`config.mk`:
```
export PLATFORM = sky130hd
export DESIGN_NAME = timer_channel_mode_logic
export DESIGN_NICKNAME = d
export VERILOG_FILES = /design/src/channel_edge_detect.v /design/src/timer_channel_mode_logic.v
export VERILOG_INCLUDE_DIRS = /design/src
export SDC_FILE = /design/constraint.sdc
export NUM_CORES = 1
export LEC_CHECK = 0
export BUFFER_PORTS_ARGS = -buffer_cell sky130_fd_sc_hd__buf_2
export CAP_MARGIN = 20
export CELL_PAD_IN_SITES_DETAIL_PLACEMENT = 1
export CELL_PAD_IN_SITES_GLOBAL_PLACEMENT = 1
export CORE_MARGIN = 4
export CORE_UTILIZATION = 41
export CTS_CLUSTER_DIAMETER = 30
export DETAILED_ROUTE_END_ITERATION = 10
export MAX_ROUTING_LAYER = met4
export PLACE_DENSITY_LB_ADDON = 0.1
export SLEW_MARGIN = 20
export SYNTH_ARGS = -nofsm -noshare
export SYNTH_HDL_FRONTEND = slang
export SYNTH_SLANG_ARGS = --single-unit
```
`constraint.sdc`:
```
create_clock -name clk_sys -period 2.8 [get_ports clk_sys]
set_clock_uncertainty 0.2 [all_clocks]
set_input_delay 0.56 -clock clk_sys [delete_from_list [all_inputs] [get_ports clk_sys]]
set_output_delay 0.56 -clock clk_sys [all_outputs]
set_load 0.02 [all_outputs]
```
`src/timer_channel_defines.vh`:
```
// Register map, field positions and reset values of the timer channel block.
`ifndef TIMER_CHANNEL_DEFINES_VH
`define TIMER_CHANNEL_DEFINES_VH

// ==========================================================================
// Register byte addresses
// ==========================================================================
`define CTRL_BASE        8'h00
`define CTRL_STRIDE      8'h04
`define VALUE_HI_BASE    8'h10
`define VALUE_LO_BASE    8'h14
`define VALUE_STRIDE     8'h08
`define IRQ_STATUS_ADDR  8'h30
`define IRQ_MASK_ADDR    8'h34

// ==========================================================================
// Channel control register fields
// ==========================================================================
`define FULL_DUTY_BIT    0
`define TOGGLE_WRAP_BIT  1
`define ELS_LO_BIT       2
`define ELS_HI_BIT       3
`define COMPARE_MODE_BIT 4
`define BUFFERED_BIT     5
`define EVENT_FLAG_BIT   7
`define CTRL_WIDTH       6
`define CTRL_RESET       6'h00
`define CTRL_MASK_EVEN   6'h3f
`define CTRL_MASK_ODD    6'h1f

// ==========================================================================
// Edge/level select encodings
// ==========================================================================
`define ELS_OFF          2'b00
`define ELS_TOGGLE       2'b01
`define ELS_CLEAR        2'b10
`define ELS_SET          2'b11
`define ELS_RISE         2'b01
`define ELS_FALL         2'b10

`define OUT_LEVEL_RESET  1'b1
`define MASK_RESET       4'h0

`endif

```
`src/channel_edge_detect.v`:
```
// Pin synchroniser and rising/falling edge detector for one channel input.
module channel_edge_detect (
    input  wire clk_sys,
    input  wire reset,
    input  wire pinAsync,
    output wire rise,
    output wire fall
);

    reg syncFirst;
    reg syncSecond;
    reg previous;

    // The first stage feeds only the second; edges are judged downstream.
    always @(posedge clk_sys) begin
        if (reset) begin
            syncFirst  <= 1'b0;
            syncSecond <= 1'b0;
            previous   <= 1'b0;
        end else begin
            syncFirst  <= pinAsync;
            syncSecond <= syncFirst;
            previous   <= syncSecond;
        end
    end

    assign rise = syncSecond & ~previous;
    assign fall = ~syncSecond & previous;

endmodule

```
`src/timer_channel_mode_logic.v`:
```
// Four-channel capture/compare/PWM mode logic with an APB register slave.
//
// Chosen here: the register addresses and the APB interface to the registers.
`include "timer_channel_defines.vh"

// Overview of operation
// - Capture mode: edge bits 01 rising, 10 falling, 11 either edge.
// - Edge bits 00: port owns pin; mode bit A presets level, 0 high.
// - Channel drives pin only while edge/level bits are nonzero.
// - Unbuffered compare: 00 software only, 01 toggle, 10 clear, 11 set.
// - Buffered compare: 01 toggle, 10 clear, 11 set on match.
// - Reset clears edge/level bits of every channel.
// - Toggle-on-wrap toggles compare output at each overflow; capture ignores.
// - Overflow toggle wins over a coincident compare action.
// - Full-duty bit with toggle and clear selected forces 100 percent.
// - Full-duty changes apply from the period after the write.
// - Sixteen-bit value register, byte access, holds capture or compare.
// - Capture mode: high byte read blocks captures until low byte read.
// - Compare mode: high byte write blocks matches until low byte write, except to the odd register of a buffered pair.
// - Match or active edge sets channel flag; enabled flag interrupts.
// - Buffered mode on channel 0 or 2 disables the next channel.
module timer_channel_mode_logic #(
    parameter CHANNELS = 4,
    parameter CNT_W    = 16
) (
    input  wire                clk_sys,
    input  wire                reset,
    input  wire [7:0]          paddr,
    input  wire                psel,
    input  wire                penable,
    input  wire                pwrite,
    input  wire [31:0]         pwdata,
    output reg  [31:0]         prdata,
    output wire                pready,
    output wire                pslverr,
    input  wire [CNT_W-1:0]    counterValue,
    input  wire                counterWrap,
    input  wire [CHANNELS-1:0] channelPinIn,
    output wire [CHANNELS-1:0] channelPinOut,
    output wire [CHANNELS-1:0] channelPinOe,
    output wire                irq
);

    // ======================================================================
    // Bus decode
    // ======================================================================
    wire accessWr = psel & penable & pwrite;
    wire accessRd = psel & penable & ~pwrite;
    wire setupRd  = psel & ~penable & ~pwrite;

    reg  [CHANNELS-1:0]         irqMask;
    wire [CHANNELS-1:0]         eventFlag;
    wire [CHANNELS-1:0]         bufferedSel;
    wire [CHANNELS*CNT_W-1:0]   valueFlat;
    wire [CHANNELS-1:0]         compareBlockFlat;
    wire [CHANNELS*8-1:0]       ctrlReadFlat;
    wire [CHANNELS-1:0]         hitFlat;

    wire statusHit = (paddr == `IRQ_STATUS_ADDR);
    wire maskHit   = (paddr == `IRQ_MASK_ADDR);

    assign pready  = 1'b1;
    assign pslverr = psel & penable & ~(|hitFlat | statusHit | maskHit);
    assign irq     = |(eventFlag & irqMask);

    always @(posedge clk_sys) begin
        if (reset) begin
            irqMask <= `MASK_RESET;
        end else if (accessWr && maskHit) begin
            irqMask <= pwdata[CHANNELS-1:0];
        end
    end

    // ======================================================================
    // Channels
    // ======================================================================
    genvar i;
    generate
        for (i = 0; i < CHANNELS; i = i + 1) begin : chan
            localparam integer CTRL_A = `CTRL_BASE + `CTRL_STRIDE * i;
            localparam integer HI_A   = `VALUE_HI_BASE + `VALUE_STRIDE * i;
            localparam integer LO_A   = `VALUE_LO_BASE + `VALUE_STRIDE * i;
            localparam integer LO_N   = `VALUE_LO_BASE + `VALUE_STRIDE * (i+1);
            localparam IS_EVEN = ((i % 2) == 0);

            reg [`CTRL_WIDTH-1:0] ctrl;
            reg [CNT_W-1:0]       value;
            reg                   flag;
            reg                   outLevel;
            reg                   fullDutyLive;
            reg                   captureBlock;
            reg                   compareBlock;
            reg                   pendingSel;
            reg                   activeSel;
            wire                  disabled;
            wire                  rise;
            wire                  fall;

            if (IS_EVEN) begin : evenSide
                assign disabled = 1'b0;
            end else begin : oddSide
                assign disabled = bufferedSel[i-1];
            end

            wire [`CTRL_WIDTH-1:0] ctrlEff =
                disabled ? `CTRL_RESET : ctrl;
            wire [1:0] els = {ctrlEff[`ELS_HI_BIT], ctrlEff[`ELS_LO_BIT]};
            wire msA       = ctrlEff[`COMPARE_MODE_BIT];
            wire msB       = ctrlEff[`BUFFERED_BIT];
            wire toggleOn  = ctrlEff[`TOGGLE_WRAP_BIT];
            wire captureMode = ~msB & ~msA;
            wire captureOn   = captureMode & (els != `ELS_OFF);
            wire compareOn   = msB | msA;
            wire clearSel    = (els == `ELS_CLEAR);
            wire forceFull   = fullDutyLive & toggleOn & clearSel;

            wire ctrlWr = accessWr && (paddr == CTRL_A[7:0]);
            wire hiWr   = accessWr && (paddr == HI_A[7:0]);
            wire loWr   = accessWr && (paddr == LO_A[7:0]);
            wire hiRd   = accessRd && (paddr == HI_A[7:0]);
            wire loRd   = accessRd && (paddr == LO_A[7:0]);
            wire nextLoWr;
            if (IS_EVEN && (i + 1 < CHANNELS)) begin : pairWr
                assign nextLoWr = accessWr && (paddr == LO_N[7:0]);
            end else begin : noPairWr
                assign nextLoWr = 1'b0;
            end

            assign hitFlat[i] = (paddr == CTRL_A[7:0]) ||
                                (paddr == HI_A[7:0]) ||
                                (paddr == LO_A[7:0]);

            channel_edge_detect edgeDetect (
                .clk_sys  (clk_sys),
                .reset    (reset),
                .pinAsync (channelPinIn[i]),
                .rise     (rise),
                .fall     (fall)
            );

            // Active edge selection in capture mode.
            wire edgeHit = (els == `ELS_RISE) ? rise :
                           (els == `ELS_FALL) ? fall :
                           (rise | fall);
            wire capture = captureOn & edgeHit & ~captureBlock;

            // Buffered pairs compare against the register chosen at wrap.
            wire [CNT_W-1:0] compareValue;
            wire             compareHeld;
            if (IS_EVEN && (i + 1 < CHANNELS)) begin : pairCmp
                assign compareValue = (msB && activeSel) ?
                    valueFlat[(i+1)*CNT_W +: CNT_W] : value;
                assign compareHeld = (msB && activeSel) ?
                    compareBlockFlat[i+1] : compareBlock;
            end else begin : singleCmp
                assign compareValue = value;
                assign compareHeld  = compareBlock;
            end

            wire match = compareOn & ~compareHeld &
                         (counterValue == compareValue);

            always @(posedge clk_sys) begin
                if (reset) begin
                    ctrl         <= `CTRL_RESET;
                    flag         <= 1'b0;
                    outLevel     <= `OUT_LEVEL_RESET;
                    fullDutyLive <= 1'b0;
                    captureBlock <= 1'b0;
                    compareBlock <= 1'b0;
                    pendingSel   <= 1'b0;
                    activeSel    <= 1'b0;
                end else begin
                    if (ctrlWr && !disabled) begin
                        ctrl <= pwdata[`CTRL_WIDTH-1:0] &
                            (IS_EVEN ? `CTRL_MASK_EVEN : `CTRL_MASK_ODD);
                    end
                    // A new event wins over a clear in the same cycle.
                    if (capture || match) begin
                        flag <= 1'b1;
                    end else if (accessWr && statusHit && pwdata[i]) begin
                        flag <= 1'b0;
                    end
                    if (loRd) begin
                        captureBlock <= 1'b0;
                    end else if (hiRd && captureMode) begin
                        captureBlock <= 1'b1;
                    end
                    if (loWr) begin
                        compareBlock <= 1'b0;
                    end else if (hiWr && !captureMode) begin
                        compareBlock <= 1'b1;
                    end
                    if (loWr) begin
                        pendingSel <= 1'b0;
                    end else if (nextLoWr) begin
                        pendingSel <= 1'b1;
                    end
                    if (counterWrap) begin
                        activeSel    <= pendingSel;
                        fullDutyLive <= ctrlEff[`FULL_DUTY_BIT];
                    end
                    if (els == `ELS_OFF) begin
                        outLevel <= ~msA;
                    end else if (compareOn) begin
                        if (counterWrap && toggleOn) begin
                            // Overflow beats a coincident match.
                            outLevel <= forceFull ? 1'b1 : ~outLevel;
                        end else if (match && !forceFull) begin
                            case (els)
                                `ELS_TOGGLE: outLevel <= ~outLevel;
                                `ELS_CLEAR:  outLevel <= 1'b0;
                                `ELS_SET:    outLevel <= 1'b1;
                                default:     outLevel <= outLevel;
                            endcase
                        end
                    end
                end
            end

            // The value register is deliberately left out of reset.
            always @(posedge clk_sys) begin
                if (capture) begin
                    value <= counterValue;
                end else begin
                    if (hiWr) begin
                        value[CNT_W-1:8] <= pwdata[CNT_W-9:0];
                    end
                    if (loWr) begin
                        value[7:0] <= pwdata[7:0];
                    end
                end
            end

            assign eventFlag[i]        = flag;
            assign bufferedSel[i]      = msB;
            assign compareBlockFlat[i] = compareBlock;
            assign valueFlat[i*CNT_W +: CNT_W] = value;
            // A disabled odd channel reads as an empty register.
            assign ctrlReadFlat[i*8 +: 8] =
                disabled ? 8'h00 : {flag, 1'b0, ctrlEff};
            assign channelPinOut[i] = outLevel;
            assign channelPinOe[i]  = (els != `ELS_OFF);
        end
    endgenerate

    // ======================================================================
    // Read data
    // ======================================================================
    // Read data is captured in the setup cycle so the access phase ends at
    // once; a capture landing in that single cycle is seen on the next read.
    reg [31:0] next_prdata;
    integer    k;

    always @* begin
        next_prdata = 32'h00000000;
        for (k = 0; k < CHANNELS; k = k + 1) begin
            if (paddr == `CTRL_BASE + `CTRL_STRIDE * k[7:0]) begin
                next_prdata[7:0] = ctrlReadFlat[k*8 +: 8];
            end
            if (paddr == `VALUE_HI_BASE + `VALUE_STRIDE * k[7:0]) begin
                next_prdata[7:0] = valueFlat[k*CNT_W+8 +: 8];
            end
            if (paddr == `VALUE_LO_BASE + `VALUE_STRIDE * k[7:0]) begin
                next_prdata[7:0] = valueFlat[k*CNT_W +: 8];
            end
        end
        if (statusHit) begin
            next_prdata[CHANNELS-1:0] = eventFlag;
        end
        if (maskHit) begin
            next_prdata[CHANNELS-1:0] = irqMask;
        end
    end

    always @(posedge clk_sys) begin
        if (reset) begin
            prdata <= 32'h00000000;
        end else if (setupRd) begin
            prdata <= next_prdata;
        end
    end

endmodule

```
Word-level counts from Yosys, hierarchy flattened
Cells that the tools add are included.
Storage, ports and cells
  logic and storage cells: 356
  flip-flop bits (word level): 134
Cells by class
  multiplexer cells: 74
  equality and inequality tests: 29
  bitwise operators: 88
  reductions and logical operators: 115
Operators by type and width (count)
  $mux W8: 22
  $mux W16: 6
  $eq A16 B16 Y1: 4
  $eq A8 B6 Y1 const B: 6
  $and A1 B1 Y1: 46
  $logic_and A1 B1 Y1: 46
  $reduce_bool A2 Y1: 20
  $mux W1: 38
  $eq A8 B5 Y1 const B: 4
  $not A1 Y1: 29
  $reduce_bool A5 Y1: 4
  $eq A2 B2 Y1 const B: 8
  $eq A8 B4 Y1 const B: 2
  $reduce_or A2 Y1: 8
  $logic_or A1 B1 Y1: 12
  $pmux W1 S3: 4
  $reduce_and A3 Y1: 4
  $reduce_bool A3 Y1: 4
  $logic_not A1 Y1: 10
  $mux W5: 2
  $eq A2 B1 Y1 const B: 4
  $eq A8 B3 Y1 const B: 1
  $logic_not A2 Y1: 4
  $logic_not A8 Y1: 1
  other kinds (6): 17

Longest topological paths before layout
  depth in word-level cells: 15
  gate-level depth with buffers: 11
  gate-level depth less buffers: 9

Hierarchy
A second synthesis with hierarchy kept.
Unflattened totals
  cells, all modules: 959
  area total of the unflattened synthesis: 8592.0 um^2
Modules (own cells, without submodules)
  timer_channel_mode_logic: area each 8226.6 um^2, seq. area each 3083.0 um^2, times used 1, cells each 927
  channel_edge_detect: area each 91.3 um^2, seq. area each 60.1 um^2, times used 4, cells each 8

Worst setup path after synthesis
No wires, ideal clock.
  path type: reg2reg
  start: register chan[0].ctrl[2]
  end: register chan[0].value[0] (enable)
  stages on the path, launching flop included: 10
  path buffers: 2
  arrival: 2167 ps
  setup slack: 49 ps
  setup time: 384 ps
  cell sequence: dfxtp_1 > inv_1 > ha_1 > mux2i_1 > nor2_1 > a21oi_1 > or4b_2 > clkbuf_1 > clkbuf_1 > o21ai_0
On the way
  longest elaborated chain between the ends: 6
  elaborated cells on any way between the ends: 9
  those cells by class: eq/ne: 2; mux: 2; bitwise: 3; reduce/logical: 2
Ends and longest elaborated chain
  from (decl): RTL line timer_channel_mode_logic.v:86  | reg [`CTRL_WIDTH-1:0] ctrl;
  from (signal assigned): RTL line timer_channel_mode_logic.v:165  | ctrl <= `CTRL_RESET;
  from (signal assigned): RTL line timer_channel_mode_logic.v:175  | ctrl <= pwdata[`CTRL_WIDTH-1:0] &
  $eq A2 B2 Y1
  $mux W1: RTL line timer_channel_mode_logic.v:143  | (els == `ELS_FALL) ? fall :
  $mux W1: RTL line timer_channel_mode_logic.v:142  | wire edgeHit = (els == `ELS_RISE) ? rise :
  $and A1 B1 Y1 * (2 in series): RTL line timer_channel_mode_logic.v:145  | wire capture = captureOn & edgeHit & ~captureBlock;
  $reduce_bool A2 Y1 (no source line) *
  to (signal assigned): RTL line timer_channel_mode_logic.v:224  | value <= counterValue;
  to (signal, indexed assignment): RTL line timer_channel_mode_logic.v:227  | value[CNT_W-1:8] <= pwdata[CNT_W-9:0];
  to (signal assigned): RTL line timer_channel_mode_logic.v:230  | value[7:0] <= pwdata[7:0];
  to (decl): RTL line timer_channel_mode_logic.v:87  | reg [CNT_W-1:0] value;
Mark *: on every way between the ends. The rest lies on a longest branch, timed or not.
A chain may end at the register's enable or synchronous reset.

Worst setup path in the final report
  start: register chan[0].ctrl[2]
  end: register chan[0].value[0], data pin
On the way
  longest elaborated chain between the ends: 6
  elaborated cells on any way between the ends: 9
  those cells by class: eq/ne: 2; mux: 3; bitwise: 3; reduce/logical: 1
Ends and longest elaborated chain
  $eq A2 B2 Y1
  $mux W1: RTL line timer_channel_mode_logic.v:143
  $mux W1: RTL line timer_channel_mode_logic.v:142
  $and A1 B1 Y1 * (2 in series): RTL line timer_channel_mode_logic.v:145
  $mux W16 *: RTL line timer_channel_mode_logic.v:223  | if (capture) begin
Marked as above.

==> flow_summary.toml <==
[critical_path]
crit_chain = "inv_1, ha_1, mux2i_1, nor2_1, a21oi_1, or4b_2, buf_4, mux2_2"
critPathKind = "register to register"
worstPathArrival_ns = 2.58
cp_slowest_cell = "or4b_2"
r2r_slack_ns = 0.20
worstPathMaxFanout = 20
slowest_delay_ns = 0.71
start_kind = "register"
crit_path_end_kind = "register"
required_ns = 2.78

[timing]
hold_violations = 0
fin_crit_ns = 2.604
post-route-period-util_pct = 93.01
clock.fmax_mhz = 384.0
rsz0062_at_grt = "no"
finalMaxSlewViolations = 0
setup_viol = 0
max_slew_margin_pct = 65.35
tightest_slew_ns = 0.5158

[cts]
cts.sinks = 134
cts_setup_buffers = 0
h-tree-depth = 4
cts.hold.buffers_added = 0
ctsResizeCount = 0
cts_buffer_depth = 2
cts_made_buffers = 17
root_buffer = "clkbuf_16"
clk_pin_slew_ns = 0.06
clkLatencyLatePin_ns = 0.43
cts_tree = "done"

[power]
vdd_drop_max_mv = 0.3890
power_density_nw_per_um2 = 476.4
leakagePower_nw = 3.653

[synthesis]
async_flop_share_pct = 0
synthCells = 932
ys_types = 74
ys_seq_elements = 134
synth_adder_area_share_pct = 1.776
synth_edf_count = 64
yosys_warnings = 0
synthXorXnorAreaFrac_pct = 4.767
netlist.top_cell.by_area = "edfxtp_1"
postSynthAreaPerCell_um2 = 9.069
synth_top_family_by_area = "simple AND/OR/NAND/NOR gates"
syn-cell-area_um2 = 8452
yosysTopAreaCellShare_pct = 22.74
synthTopCellsByArea = "edfxtp_1 (23%), dfxtp_1 (17%), mux2_2 (8.0%)"
synth-simple-area-share_pct = 18.48
synth-main-ff-cell = "dfxtp_1"
ys_seq_area_share_pct = 39.32
muxShareOfSynthArea_pct = 12.02
synth_compound_area_share_pct = 16.06

[detailed_routing]
routed_wl_mm = 31.20
viasPerCell = 5.821
drtIter0Drc = 628
num_vias = 7597
drt_first_pass_iters = 5
wire_per_inst_um = 23.91
drc = 0
antenna_left = 0

[place]
dp_hpwl_mm = 23.43
place_inst = 1273
portBuffers = 59
gp_congestion = 0.9415

[global_routing]
grt_overflow = 0
grt_max_degree = 40
grt_usage_pct = 28.51
grt_pass1_wl_mm = 46.89
antenna_found_initial = 0
grt_pass1_vias = 7749

[floorplan]
rows = 52
die_x_um = 151.6
io-pin-count = 109
start_util_pct = 41.77
fp.dieArea_um2 = 22980
core_area_um2 = 20230
fp.dieH_um = 151.6

[cells_and_area]
diodes = 0
nets = 1100
drive_above_1_share_pct = 24.15
area_delta_synth_final_pct = 17.29
final_cells = 1305
final_core_util_pct = 48.99
fillerInstances = 2392

[run_status]
status = "completed"

[hold_path]
holdCritPathClass = "primary input to register"

[flow_run]
drv_cap = 0
[cells in the mapped netlist, types with 27 or more instances]
cell      count
mux2i_1      34
edfxtp_1     64
nor3_1       32
a21oi_1      59
mux2_2       60
clkbuf_1     39
dfxtp_1      70
inv_1        37
xor2_1       27
o21ai_0      40
nand2_1      76
buf_4        33
nor2_1       78
[per-stage QoR]
| step | cell area [um2] | TNS (ns) | power [W] | hold slack (ns) | setup slack [ns] |
|---|---|---|---|---|---|
| after floorplan | 8538 | 0 | 0.002410 | 0.2138 | 0.04879 |
| after global placement | 9355 | -0.02925 | 0.002575 | 0.2184 | -0.02925 |
| after detailed placement | 9355 | -0.05822 | 0.002581 | 0.2285 | -0.05822 |
| after CTS | 9912 | 0 | 0.004745 | 0.1257 | 0.1668 |
| after global routing | 9913 | 0 | 0.004875 | 0.1450 | 0.05176 |
| final | 9913 | 0 | 0.004723 | 0.1431 | 0.1958 |
[worst max-delay path, delay by kind of cell (launching register included)]
kind	cells	cell delay [ns]
and+or+nand+nor	2	0.80
buffers and inverters	2	0.31
AOI/OAI and AO/OA	1	0.05
DFF	1	0.33
adders and majority gates	1	0.24
muxes	2	0.42
[placed cells by master (no fill, tap or decap), types with 4 or more instances in the layout]
cell type	count
nand2b_1	18
buf_12	4
dfxtp_1	70
o221ai_1	5
inv_1	37
o22ai_1	15
or2_2	5
conb_1	25
mux2_2	60
nor3b_1	4
nor4_1	14
nand3_1	22
a31oi_1	20
nand2_1	76
a22oi_1	5
a211oi_1	9
and2_1	7
nand4_1	7
a32oi_1	4
and3_1	6
mux2i_1	34
buf_2	59
o21ai_0	40
nor2b_1	18
nor3_1	32
clkbuf_16	17
xor2_1	27
nor2_1	78
xnor2_1	19
a21oi_1	59
a221oi_1	4
buf_4	78
o2111ai_1	6
ha_1	12
a311oi_1	4
edfxtp_1	64
[cell families after synthesis]
| family | Yosys count |
|---|---|
| flip-flops | 134 |
| multiplexers | 94 |
| XOR/XNOR | 46 |
| buffers and inverters | 131 |
| other | 2 |
| AO/OA/AOI/OAI | 205 |
| AND/OR/NAND/NOR | 308 |
| adder cells (fa/ha/maj) | 12 |
[sequential cells by signal (all words and copies together) (netlist names), 4 cells and up]
name                        cells
chan.captureBlock               4
chan.compareBlock               4
chan.compareValue              32
chan.ctrl                      22
chan.edgeDetect.previous        4
chan.edgeDetect.syncFirst       4
chan.edgeDetect.syncSecond      4
chan.flag                       4
chan.fullDutyLive               4
chan.outLevel                   4
chan.value                     32
irqMask                         4
prdata                          8
[layout make-up]
| class | count | area (um2) | share of cell area, % |
|---|---|---|---|
| Multi-Input combinational cell | 690 | 4592 | 46.32 |
| Sequential cell | 134 | 3323 | 33.52 |
| Timing Repair Buffer | 141 | 960.9 | 9.693 |
| Clock buffer | 24 | 485.5 | 4.897 |
| Tap cell | 270 | 337.8 | 3.408 |
| Inverter | 38 | 142.6 | 1.439 |
| Clock inverter | 8 | 71.32 | 0.7194 |
[power breakdown]
part	total [W]	switching, W	internal, W
Sequential	0.00207	0.00000560	0.00206
Combinational	0.000486	0.000321	0.000165
Clock	0.00217	0.000873	0.00130
[routing by layer]
metal / routed length (um) / global-route usage (%) / vias up
li1: - / - / 3509
met1: 13900 / 37.56 / 3773
met2: 14630 / 44.92 / 253
met3: 1760 / 4.372 / 62
met4: 910 / 10.06 / 0
met5: 0 / - / -
[worst paths after layout]
path,startpoint,endpoint,cells after the start
setup / recovery,chan[0].ctrl[2],chan[0].value[0],8
hold / removal,channelPinIn[0],chan[0].edgeDetect.syncFirst,2
setup reg to reg,chan[0].ctrl[2],chan[0].value[0],8
hold reg to reg,chan[0].edgeDetect.syncFirst,chan[0].edgeDetect.syncSecond,1
Power figures use the tool's default switching activity.
